[config.mk]
export PLATFORM = sky130hd
export DESIGN_NAME = acquisition_trigger_sequencer
export DESIGN_NICKNAME = d
export VERILOG_FILES = /design/src/common/acq_seq_pkg.sv /design/src/hdl/acquisition_trigger_sequencer.sv
export SDC_FILE = /design/constraint.sdc
export NUM_CORES = 1
export LEC_CHECK = 0
export BUFFER_PORTS_ARGS = -buffer_cell sky130_fd_sc_hd__buf_4
export CORE_UTILIZATION = 35
export CTS_CLUSTER_SIZE = 30
export DETAILED_ROUTE_END_ITERATION = 12
export HOLD_SLACK_MARGIN = 0.03
export SETUP_SLACK_MARGIN = 0.3
export SLEW_MARGIN = 20
export SYNTH_ARGS = -nofsm -noshare
export SYNTH_HDL_FRONTEND = slang
export SYNTH_SLANG_ARGS = --single-unit
[constraint.sdc]
create_clock -name clk -period 55.5 [get_ports clk]
set_input_delay 0 -clock clk [delete_from_list [all_inputs] [get_ports clk]]
set_output_delay 0 -clock clk [all_outputs]
set_load 0.005 [all_outputs]
[src/common/acq_seq_pkg.sv]
// constants and types for the acquisition trigger sequencer
`default_nettype none
package acq_seq_pkg;
    // widths of settings and data
    localparam int CNT_W = 24;
    localparam int ARM_W = 8;
    localparam int ADDR_W = 19;
    localparam int SEG_W = 7;
    localparam int DATA_W = 16;
    localparam int SHIFT_W = 3;
    // memory geometry
    localparam logic [CNT_W-1:0] MEM_DEPTH = 24'h080000;
    localparam logic [CNT_W-1:0] STREAM_MAX = 24'hffffff;
    localparam logic [CNT_W-1:0] NV_RESERVE = 24'h000004;
    localparam logic [SHIFT_W-1:0] MAX_SHIFT = 3'h7;
    // partition thresholds
    localparam logic [ARM_W-1:0] PART_ARM_MIN = 8'h01;
    localparam logic signed [CNT_W-1:0] PART_OFFSET_MAX = -24'sd3;
    localparam logic [CNT_W-1:0] PART_POINTS_MIN = 24'h000009;
    // reset values of settings
    localparam logic [CNT_W-1:0] RST_POINTS = 24'h000001;
    localparam logic [ARM_W-1:0] RST_ARMS = 8'h01;
    localparam logic [CNT_W-1:0] RST_OFFSET = 24'h000000;
    // switch-over window between bursts
    localparam int CLK_PERIOD_NS = 4;
    localparam int SWITCH_TIME_NS = 630000;
    localparam int SWITCH_CYCLES = SWITCH_TIME_NS / CLK_PERIOD_NS;
    localparam int SW_W = 18;
    // reading destinations
    typedef enum logic [1:0]
    {
        DEST_MEMORY,
        DEST_SYSTEM_BUS,
        DEST_LOCAL_BUS
    } dest_e;
    // sequencer states
    typedef enum logic [2:0]
    {
        ST_IDLE,
        ST_INITIATED,
        ST_SWITCH,
        ST_WAIT_ARM,
        ST_WAIT_TRIG
    } seq_state_e;
endpackage
`default_nettype wire

[src/hdl/acquisition_trigger_sequencer.sv]
// idle/initiated/arm/trigger sequencer with segmented reading memory
`default_nettype none
module acquisition_trigger_sequencer #(
    parameter int SWITCH_CYCLES = acq_seq_pkg::SWITCH_CYCLES
) (
    input wire logic clk,
    input wire logic rst_n,
    input wire logic init_cmd,
    input wire logic abort_cmd,
    input wire logic imm_trigger_cmd,
    input wire logic arm_pin,
    input wire logic trigger_pin,
    input wire logic reading_count_wr,
    input wire logic sweep_point_total_wr,
    input wire logic pre_arm_offset_wr,
    input wire logic arm_count_wr,
    input wire logic [acq_seq_pkg::CNT_W-1:0] setting_value,
    input wire logic [acq_seq_pkg::ARM_W-1:0] arm_count_value,
    input wire logic nv_mode,
    input wire logic [1:0] dest_sel,
    input wire logic [acq_seq_pkg::DATA_W-1:0] sample_data,
    output logic [acq_seq_pkg::CNT_W-1:0] sweep_point_total,
    output logic [acq_seq_pkg::CNT_W-1:0] pre_arm_offset,
    output logic [acq_seq_pkg::ARM_W-1:0] arm_count,
    output logic busy,
    output logic waiting_arm,
    output logic segment_ready,
    output logic partitioned,
    output logic [acq_seq_pkg::ARM_W:0] segment_count,
    output logic [acq_seq_pkg::CNT_W-1:0] reading_limit,
    output logic limit_exceeded,
    output logic trigger_ignored_err,
    output logic done,
    output logic mem_we,
    output logic [acq_seq_pkg::ADDR_W-1:0] mem_addr,
    output logic [acq_seq_pkg::DATA_W-1:0] mem_wdata,
    output logic stream_valid,
    output logic [acq_seq_pkg::DATA_W-1:0] stream_data
);
    localparam logic [acq_seq_pkg::SW_W-1:0] SW_LOAD =
        acq_seq_pkg::SW_W'(SWITCH_CYCLES - 1);

    typedef struct packed {
        acq_seq_pkg::seq_state_e state;
        logic [2:0] arm_sync;
        logic [2:0] trig_sync;
        logic [acq_seq_pkg::CNT_W-1:0] points;
        logic [acq_seq_pkg::CNT_W-1:0] offset;
        logic [acq_seq_pkg::ARM_W-1:0] arms;
        logic [acq_seq_pkg::ARM_W-1:0] arms_done;
        logic [acq_seq_pkg::SEG_W-1:0] seg_idx;
        logic [acq_seq_pkg::CNT_W-1:0] readings;
        logic [acq_seq_pkg::CNT_W-1:0] wr_off;
        logic [acq_seq_pkg::ADDR_W-1:0] lin_base;
        logic [acq_seq_pkg::SW_W-1:0] sw_count;
        logic err;
        logic done;
        logic we;
        logic [acq_seq_pkg::ADDR_W-1:0] addr;
        logic [acq_seq_pkg::DATA_W-1:0] wdata;
        logic svalid;
        logic [acq_seq_pkg::DATA_W-1:0] sdata;
    } seq_s;

    seq_s cur;
    seq_s nxt;

    // log2 of the segment count: arm count rounded up, capped at 128
    function automatic logic [acq_seq_pkg::SHIFT_W-1:0] seg_shift(
        input logic [acq_seq_pkg::ARM_W-1:0] a
    );
        logic [acq_seq_pkg::SHIFT_W-1:0] s;
        s = '0;
        for (int i = 1; i <= int'(acq_seq_pkg::MAX_SHIFT); i++)
        begin
            if ({1'b0, a} > ((acq_seq_pkg::ARM_W+1)'(1) << (i - 1)))
            begin
                s = acq_seq_pkg::SHIFT_W'(i);
            end
        end
        return s;
    endfunction

    logic part;
    logic mem_dest;
    logic [acq_seq_pkg::SHIFT_W-1:0] shift;
    logic [acq_seq_pkg::CNT_W-1:0] seg_span;
    logic [acq_seq_pkg::CNT_W-1:0] limit;
    logic [acq_seq_pkg::CNT_W-1:0] pre_count;
    logic [acq_seq_pkg::CNT_W-1:0] post_div;
    logic [acq_seq_pkg::ADDR_W-1:0] seg_base;
    logic [acq_seq_pkg::CNT_W-1:0] reserve;
    logic [acq_seq_pkg::ADDR_W-1:0] burst_base;
    logic arm_evt;
    logic trig_evt;
    logic take;

    // partition decision and segment geometry
    always_comb
    begin
        mem_dest = dest_sel == 2'(acq_seq_pkg::DEST_MEMORY);
        part = cur.arms > acq_seq_pkg::PART_ARM_MIN
            && $signed(cur.offset) <= acq_seq_pkg::PART_OFFSET_MAX
            && cur.points > acq_seq_pkg::PART_POINTS_MIN;
        shift = part ? seg_shift(cur.arms) : '0;
        seg_span = acq_seq_pkg::MEM_DEPTH >> shift;
        post_div = acq_seq_pkg::MEM_DEPTH
            / ((cur.arms == '0) ? 24'h000001
               : {{(acq_seq_pkg::CNT_W-acq_seq_pkg::ARM_W){1'b0}}, cur.arms});
        // recovery words kept per segment in non-volatile mode
        reserve = nv_mode ? acq_seq_pkg::NV_RESERVE : '0;
        if (!mem_dest)
        begin
            limit = acq_seq_pkg::STREAM_MAX;
        end
        else if (part)
        begin
            limit = seg_span - reserve;
        end
        else
        begin
            limit = post_div - reserve;
        end
        // readings owed before an arm can be accepted
        pre_count = $signed(cur.offset) < 0 ? -cur.offset : '0;
        seg_base = acq_seq_pkg::ADDR_W'(
            {{(acq_seq_pkg::CNT_W-acq_seq_pkg::SEG_W){1'b0}}, cur.seg_idx}
            << (acq_seq_pkg::ADDR_W - int'(shift)));
        // unpartitioned bursts sit back to back, none overwritten
        burst_base = part ? seg_base : cur.lin_base;
    end

    // synchronised pin edges, second and third stage only
    assign arm_evt = cur.arm_sync[1] && !cur.arm_sync[2];
    assign trig_evt = cur.trig_sync[1] && !cur.trig_sync[2];

    // next state of the whole sequencer
    always_comb
    begin
        nxt = cur;
        nxt.arm_sync = {cur.arm_sync[1:0], arm_pin};
        nxt.trig_sync = {cur.trig_sync[1:0], trigger_pin};
        nxt.err = 1'b0;
        nxt.done = 1'b0;
        nxt.we = 1'b0;
        nxt.svalid = 1'b0;
        take = 1'b0;
        case (cur.state)
            acq_seq_pkg::ST_IDLE:
            begin
                // settings change only while idle
                if (reading_count_wr || sweep_point_total_wr)
                begin
                    nxt.points = setting_value;
                end
                if (pre_arm_offset_wr)
                begin
                    nxt.offset = setting_value;
                end
                if (arm_count_wr)
                begin
                    nxt.arms = arm_count_value;
                end
                if (imm_trigger_cmd)
                begin
                    nxt.err = 1'b1;
                end
                // begin command leaves idle only when the count fits
                if (init_cmd && !abort_cmd && cur.points <= limit)
                begin
                    nxt.state = acq_seq_pkg::ST_INITIATED;
                    nxt.lin_base = '0;
                    nxt.arms_done = '0;
                    nxt.seg_idx = '0;
                end
            end
            acq_seq_pkg::ST_INITIATED:
            begin
                // each burst restarts its reading count
                nxt.readings = '0;
                nxt.wr_off = '0;
                if (cur.arms_done < cur.arms)
                begin
                    if (part && cur.arms_done != '0)
                    begin
                        nxt.state = acq_seq_pkg::ST_SWITCH;
                        nxt.sw_count = SW_LOAD;
                    end
                    else
                    begin
                        nxt.state = acq_seq_pkg::ST_WAIT_ARM;
                    end
                end
                else
                begin
                    nxt.state = acq_seq_pkg::ST_IDLE;
                    nxt.done = 1'b1;
                end
            end
            acq_seq_pkg::ST_SWITCH:
            begin
                // arm events here are dropped silently
                if (imm_trigger_cmd)
                begin
                    nxt.err = 1'b1;
                end
                if (cur.sw_count == '0)
                begin
                    nxt.state = acq_seq_pkg::ST_WAIT_ARM;
                end
                else
                begin
                    nxt.sw_count = cur.sw_count - 1'b1;
                end
            end
            acq_seq_pkg::ST_WAIT_ARM:
            begin
                if (imm_trigger_cmd)
                begin
                    nxt.err = 1'b1;
                end
                // pre-arm readings fill the circular segment
                if (pre_count != '0 && trig_evt)
                begin
                    take = 1'b1;
                    if (cur.readings < pre_count)
                    begin
                        nxt.readings = cur.readings + 1'b1;
                    end
                end
                if (arm_evt && cur.readings >= pre_count)
                begin
                    nxt.state = acq_seq_pkg::ST_WAIT_TRIG;
                end
            end
            acq_seq_pkg::ST_WAIT_TRIG:
            begin
                // post-arm readings until the count is met
                if (trig_evt || imm_trigger_cmd)
                begin
                    take = 1'b1;
                    nxt.readings = cur.readings + 1'b1;
                    if (cur.readings + 1'b1 >= cur.points)
                    begin
                        nxt.state = acq_seq_pkg::ST_INITIATED;
                        nxt.arms_done = cur.arms_done + 1'b1;
                        nxt.seg_idx = cur.seg_idx + 1'b1;
                        nxt.lin_base = cur.lin_base
                            + acq_seq_pkg::ADDR_W'(cur.points);
                    end
                end
            end
            default:
            begin
                nxt.state = acq_seq_pkg::ST_IDLE;
            end
        endcase
        // reading path: memory write or stream beat
        if (take)
        begin
            if (mem_dest)
            begin
                nxt.we = 1'b1;
                nxt.addr = burst_base + acq_seq_pkg::ADDR_W'(cur.wr_off);
                nxt.wdata = sample_data;
                nxt.wr_off = (cur.wr_off + 1'b1 >= cur.points)
                    ? '0 : cur.wr_off + 1'b1;
            end
            else
            begin
                nxt.svalid = 1'b1;
                nxt.sdata = sample_data;
            end
        end
        if (abort_cmd && cur.state != acq_seq_pkg::ST_IDLE)
        begin
            nxt.state = acq_seq_pkg::ST_IDLE;
        end
    end

    // single state register
    always_ff @(posedge clk)
    begin
        if (!rst_n)
        begin
            cur <= '0;
            cur.state <= acq_seq_pkg::ST_IDLE;
            cur.points <= acq_seq_pkg::RST_POINTS;
            cur.arms <= acq_seq_pkg::RST_ARMS;
            cur.offset <= acq_seq_pkg::RST_OFFSET;
        end
        else
        begin
            cur <= nxt;
        end
    end

    // stored settings
    assign sweep_point_total = cur.points;
    assign pre_arm_offset = cur.offset;
    assign arm_count = cur.arms;

    // sequencer status and geometry
    assign busy = cur.state != acq_seq_pkg::ST_IDLE;
    assign waiting_arm = cur.state == acq_seq_pkg::ST_WAIT_ARM;
    assign segment_ready = cur.state != acq_seq_pkg::ST_SWITCH;
    assign partitioned = part;
    assign segment_count =
        (acq_seq_pkg::ARM_W+1)'(1) << seg_shift(cur.arms);
    assign reading_limit = limit;
    assign limit_exceeded = cur.points > limit;
    assign trigger_ignored_err = cur.err;
    assign done = cur.done;

    // reading path outputs
    assign mem_we = cur.we;
    assign mem_addr = cur.addr;
    assign mem_wdata = cur.wdata;
    assign stream_valid = cur.svalid;
    assign stream_data = cur.sdata;
endmodule
`default_nettype wire

==> results of run 1 <==
-- metal layers --
layer | share of wire | routed length [microns] | up-vias | track usage
li1 | - | - | 14500 | -
met1 | 0.49 | 46600 | 13700 | 0.325
met2 | 0.44 | 41800 | 873 | 0.352
met3 | 0.056 | 5410 | 132 | 0.0228
met4 | 0.023 | 2220 | 0 | 0.0495
met5 | 0 | 0 | - | 0
-- through the flow --
stage          instance area (sq um)  hold slack, ns  utilization  std cells
3_3_place_gp                   30300           0.227        0.383       4985
5_1_grt                        32900          0.0714        0.416       5173
3_5_place_dp                   30300           0.228        0.383       4986
4_1_cts                        32000          0.0593        0.405       5113
6_report                       32900          0.0783        0.416       5173
2_1_floorplan                  28000           0.118            -       3877
-- critical path, delay by kind of cell (launching register included) --
kind | cells | cell delay (ns)
AO/OA/AOI/OAI | 122 | 19.57
AND/OR/NAND/NOR | 102 | 19.31
adder cells (fa/ha/maj) | 24 | 7.56
buffers and inverters | 19 | 2.86
multiplexers | 6 | 1.60
flip-flops | 1 | 0.31
-- state kept, by name, indices dropped and copies added, names as in the netlist, 8 cells and up --
signal,count
pre_arm_offset,24
stream_data,16
mem_addr,19
arm_count,8
cur,109
mem_wdata,16
sweep_point_total,24
-- area by class of cell --
cell class / count / area (sq um) / share of cell area
clock buffer: 29 / 659 / 0.0201
clock inverter: 15 / 223 / 0.00678
inverter: 148 / 563 / 0.0171
multi-input combinational: 3262 / 22100 / 0.672
sequential: 220 / 4400 / 0.134
tap: 1050 / 1310 / 0.0400
timing repair buffer: 449 / 3620 / 0.110
-- worst min-delay path by stage --
stage / slack [ns] / depth (start not counted) / endpoint
after floorplan: 0.12 / 2 / trigger_ignored_err$_SDFF_PN0_
after global placement: 0.23 / 3 / arm_count[0]$_SDFFE_PN1P_
after detailed placement: 0.23 / 2 / cur[214]$_SDFF_PN0_
after CTS: 0.06 / 5 / pre_arm_offset[12]$_SDFFE_PN0P_
after global routing: 0.07 / 5 / cur[217]$_SDFFE_PP0P_
final: 0.08 / 5 / pre_arm_offset[4]$_SDFFE_PN0P_
-- logic make-up after synthesis --
group,after synthesis
other,1
flip-flops,220
AO/OA/AOI/OAI,1099
multiplexers,90
adder cells (fa/ha/maj),290
AND/OR/NAND/NOR,1537
buffers and inverters,396
XOR/XNOR,244
-- what timing repair did --
item | CTS | global route
setup buffers | 4 | 57
hold endpoints to repair | 109 | 0
hold buffers | 79 | 0
endpoints found under the setup margin | 38 | 40
gates cloned | 0 | 3
pin swaps | 2 | 45
gates resized for setup | 12 | 93
-- placed cells by master (no fill, tap or decap), types with 100 or more instances in the layout --
cell type	n
a21oi_1	339
nand2_1	381
buf_4	364
nor2_1	381
a21o_1	112
nor3_1	134
o21ai_0	179
xor2_1	100
xnor2_1	144
ha_1	285
dfxtp_1	220
inv_1	142
==> summary.txt, run 1 <==
Logic synthesis
  – Synth Area in Compound Gates: 0.256
  – Post-synth EDFFs: 0
  – Top-area cell type share of the netlist area: 0.158
  – Synth area leader: dfxtp_1
  – Synthesized cell area: 27900 sq um
  – Largest family of logic cells by synthesized area: simple AND/OR/NAND/NOR gates
  – Post-synthesis sequential area ratio: 0.158
  – Synth Instances: 3877
  – Yosys cell types: 121
  – Simple-gate share of the synthesized area: 0.276
  – Mean Syn Cell Area: 7.21 sq um
  – Synth warn: 0
  – Area contributors post-synth: dfxtp_1 16%, ha_1 13%, a21oi_1 6.2%, nor2_1 5.2%, nand2_1 5.2%
  – Post-Synth Adder-Cell Area: 0.130
  – Syn_nets: 4229
  – Synth Flop Type: dfxtp_1
  – Synth Area in XOR/XNOR: 0.0765
  – Register bit count reported by yosys: 220
  – Commonest cells post-synth: 387 x nor2_1, 385 x nand2_1, 348 x a21oi_1
  – Most common cell in the netlist: nor2_1
  – Ys async rst share: 0
  – Multiplexer share of the synthesized area: 0.0341

Cells and area
  – Fillers: 8088
  – Fin nets: 4457
  – Share of layout cells above drive strength 1: 0.144
  – Diodes inserted: 0
  – Area growth syn-to-layout: 17.6%

CTS
  – Clock Sinks: 220
  – Clock buffer depth: 3
  – Root buffer cell: clkbuf_16
  – Clock slew at reported path FFs: 0.07 ns
  – CTS Buf Count: 24
  – CTS H-Tree Depth: 1
  – CTS tree: built
  – Worst skew pair latency: 0.56 ns

STA
  – RSZ-0062 raised after global routing: no
  – Slew headroom: 0.294
  – Worst clock skew: 0.0276 ns
  – # setup viols final: 0
  – Max Slew Vio Count: 0
  – Final hold violation count: 0
  – Final Critical Period: 51.47 ns
  – Setup TNS: 0 ns
  – Final worst path period share: 0.927
  – Worst-Margin Slew: 1.06 ns
  – Achievable frequency: 19.4 MHz
  – Final setup margin: 4.03 ns

Floorplan
  – Rows: 103
  – Core area: 79000 sq um
  – I/O pin cnt: 211
  – Initial core utilization: 0.354
  – Die height: 285 microns
  – Die X: 285 microns
  – Die ar.: 81000 sq um

Setup path
  – R2R Setup Slk: 4.03 ns
  – Crit end category: flip-flop
  – Kind of critical path: flip-flop to flip-flop
  – Top cell by count, worst path: a21o_1
  – Worst setup endpoint: cur[91]$_SDFFE_PN0P_
  – Worst flop-to-flop path startpoint: arm_count[4]$_SDFFE_PN0P_
  – Critical R2R Capture: cur[91]$_SDFFE_PN0P_
  – Reg2Reg Depth: 273
  – CP Launch Point: arm_count[4]$_SDFFE_PN0P_
  – Crit path largest cell delay: 0.66 ns
  – Worst path slowest cell: or3_1
  – Worst-path fanout max: 12
  – CP Data Required Time: 56.00 ns
  – Worst Path Arrival: 51.97 ns
  – Crit path launch type: flip-flop

Route
  – Mean routed wirelength per cell: 18.6 microns
  – Vias/cell: 5.64
  – Drt total wl: 96100 microns
  – 1st-pass router iterations: 6
  – Drt first-iter violations: 2447
  – Vias: 29200
  – # DRC: 0
  – Final ANT Viol Nets: 0

Global routing
  – Global Route Usage Sum: 0.224
  – First-pass GRT wire length: 149000 microns
  – Initial antenna violation count: 0
  – Largest net degree at the start of global routing: 102
  – Grt total ovfl: 0
  – Vias in the first global route: 26600

Place
  – Port bufs: 209
  – Pre-CTS setup slack: -0.663 ns
  – Final estimated routing congestion in global placement: 0.938
  – HPWL Detailed: 73100 microns

Run
  – Max cap viols: 0

Status
  – Outcome: completed

Min path
  – Hold WC Path Type: input pin to flip-flop
  – Hold Crit Start: pre_arm_offset_wr
Power of run 1 is not shown: default switching activity piles up to over one toggle a cycle in this logic, so the estimate is an artifact.
==> inputs of run 2 (changes only) <==
Settings changed: CTS_BUF_LIST set to sky130_fd_sc_hd__clkbuf_4 sky130_fd_sc_hd__clkbuf_8, SETUP_SLACK_MARGIN 0.3 to not set.
==> summary.txt, run 2 (synthesis gave the netlist of run 1 again) <==
Setup path
  – Worst path slowest cell: or3_1
  – Crit path largest cell delay: 0.67 ns (about the same)
  – Worst Path Arrival: 52.58 ns (+0.61 ns)
  – Kind of critical path: flip-flop to flip-flop
  – Worst-path fanout max: 23 (+11)
  – Top cell by count, worst path: a21o_1
  – CP Data Required Time: 55.95 ns (-0.05 ns)
  – Crit path launch type: flip-flop
  – Crit end category: flip-flop

Route
  – # DRC: 0 (unchanged)
  – Mean routed wirelength per cell: 18.5 microns (-0.31%)
  – Drt first-iter violations: 2419 (-1.1%)
  – Vias: 29100 (-0.21%)
  – Vias/cell: 5.61 (-0.54%)
  – Final ANT Viol Nets: 0 (unchanged)
  – Drt total wl: 96100 microns (about the same)
  – 1st-pass router iterations: 5 (-1)

STA
  – Worst clock skew: 0.0240 ns (-0.00358 ns)
  – Final worst path period share: 0.939 (+0.0119)
  – Slew headroom: 0.247 (-0.0475)
  – Achievable frequency: 19.2 MHz (-1.3%)
  – Max Slew Vio Count: 0 (unchanged)
  – Final hold violation count: 0 (unchanged)
  – Worst hold margin: 0.0838 ns (+0.00552 ns)
  – Final Critical Period: 52.13 ns (+0.662 ns)
  – Worst-Margin Slew: 1.10 ns (+0.0428 ns)
  – # setup viols final: 0 (unchanged)

Cells and area
  – Storage cell area: 4400 sq um (unchanged)
  – Largest register FFs: 109 (unchanged)
  – Most frequent cells in the layout: 383 x nand2_1, 379 x nor2_1, 362 x buf_4
  – Area growth syn-to-layout: 16.8%
  – Multi-input gate area: 22000 sq um (-0.36%)
  – Fin cells: 5190 (+0.33%)
  – Share of layout cells above drive strength 1: 0.145 (+0.00134)
  – Fin nets: 4465 (+0.18%)
  – Largest Register: cur
  – Fillers: 8187 (+1.2%)
  – Diodes inserted: 0 (unchanged)
  – Commonest non-fill, non-tap cell in the layout: nand2_1

Global routing
  – Vias in the first global route: 26500 (-0.54%)
  – Largest net degree at the start of global routing: 101 (-0.98%)
  – Initial antenna violation count: 1 (+1)
  – Global Route Usage Sum: 0.223 (-0.000453)
  – Grt total ovfl: 0 (unchanged)
  – First-pass GRT wire length: 148000 microns (-0.45%)

CTS
  – Root buffer cell: clkbuf_8
  – CTS Buf Count: 39 (+63%)
  – Clock buffer depth: 3 (unchanged)
  – Worst skew pair latency: 0.58 ns (+0.02 ns)
  – Clock Sinks: 220 (unchanged)
  – CTS H-Tree Depth: 2 (+1)
  – Clock slew at reported path FFs: 0.06 ns (about the same)
  – CTS tree: built

Place
  – Final estimated routing congestion in global placement: 0.935 (-0.36%)
  – Port bufs: 209 (unchanged)
  – HPWL Detailed: 72700 microns (-0.50%)
  – Cell count after placement: 4977 (-0.18%)

Status
  – Outcome: completed

Floorplan
  – I/O pin cnt: 211 (unchanged)
  – Die ar.: 81000 sq um (unchanged)
  – Initial core utilization: 0.354 (unchanged)
  – Die X: 285 microns (unchanged)
  – Core area: 79000 sq um (unchanged)
  – Die height: 285 microns (unchanged)
  – Rows: 103 (unchanged)

Run
  – Max cap viols: 0 (unchanged)

Min path
  – Hold WC Path Type: input pin to flip-flop
run 2: cell type report:
| type | instances | share of cell area |
|---|---|---|
| clock buffer | 58 | 0.0227 |
| clock inverter | 10 | 0.00180 |
| inverter | 148 | 0.0176 |
| multi-input combinational | 3262 | 0.674 |
| sequential | 220 | 0.135 |
| tap | 1050 | 0.0403 |
| timing repair buffer | 442 | 0.109 |
run 2: final timing paths:
path	slack (ns)	depth (start not counted)	end	from
max reg2reg	3.37	276	cur[145]$_SDFFE_PN0P_	arm_count[3]$_SDFFE_PN0P_
min reg2reg	0.44	1	cur[212]$_SDFF_PN0_	cur[211]$_SDFF_PN0_
min	0.08	5	pre_arm_offset[2]$_SDFFE_PN0P_	pre_arm_offset_wr
max	3.37	276	cur[145]$_SDFFE_PN0P_	arm_count[3]$_SDFFE_PN0P_
run 2: through the flow:
stage          area [sq um]   util  setup TNS (ns)  worst slack, ns
3_5_place_dp          30200  0.382           -5.98           -0.335
4_1_cts               31800  0.402               0            0.127
3_3_place_gp          30200  0.382               0            0.700
5_1_grt               32600  0.413           -7.46           -0.363
2_1_floorplan         28000      -               0           0.0191
6_report              32600  0.413               0             3.37
run 2: critical path, delay by kind of cell (launching register included):
family / cells / cell delay (ns)
DFF: 1 / 0.31
buffers and inverters: 15 / 2.40
adders and majority gates: 24 / 7.24
xor gates and xnor gates: 1 / 0.16
AOI/OAI and AO/OA: 128 / 21.43
and+or+nand+nor: 103 / 18.82
muxes: 5 / 1.53
run 2: layer usage:
metal	global-route usage	part of all wire	wire, microns	vias up
met1	0.322	0.48	46500	13600
met4	0.0531	0.024	2320	2
met2	0.349	0.43	41600	870
met3	0.0268	0.059	5680	160
li1	-	-	-	14500
met5	0	0.000083	8	-
run 2: timing repair:
action                                  CTS  global route
hold buffers                             75             0
endpoints found under the setup margin   37            40
cloned                                    0             3
resized for setup                         7            83
pin swaps                                 0            35
endpoints found under the hold margin   109             0
buffers inserted                          0            67
Power of run 2 is left out for the same reason.
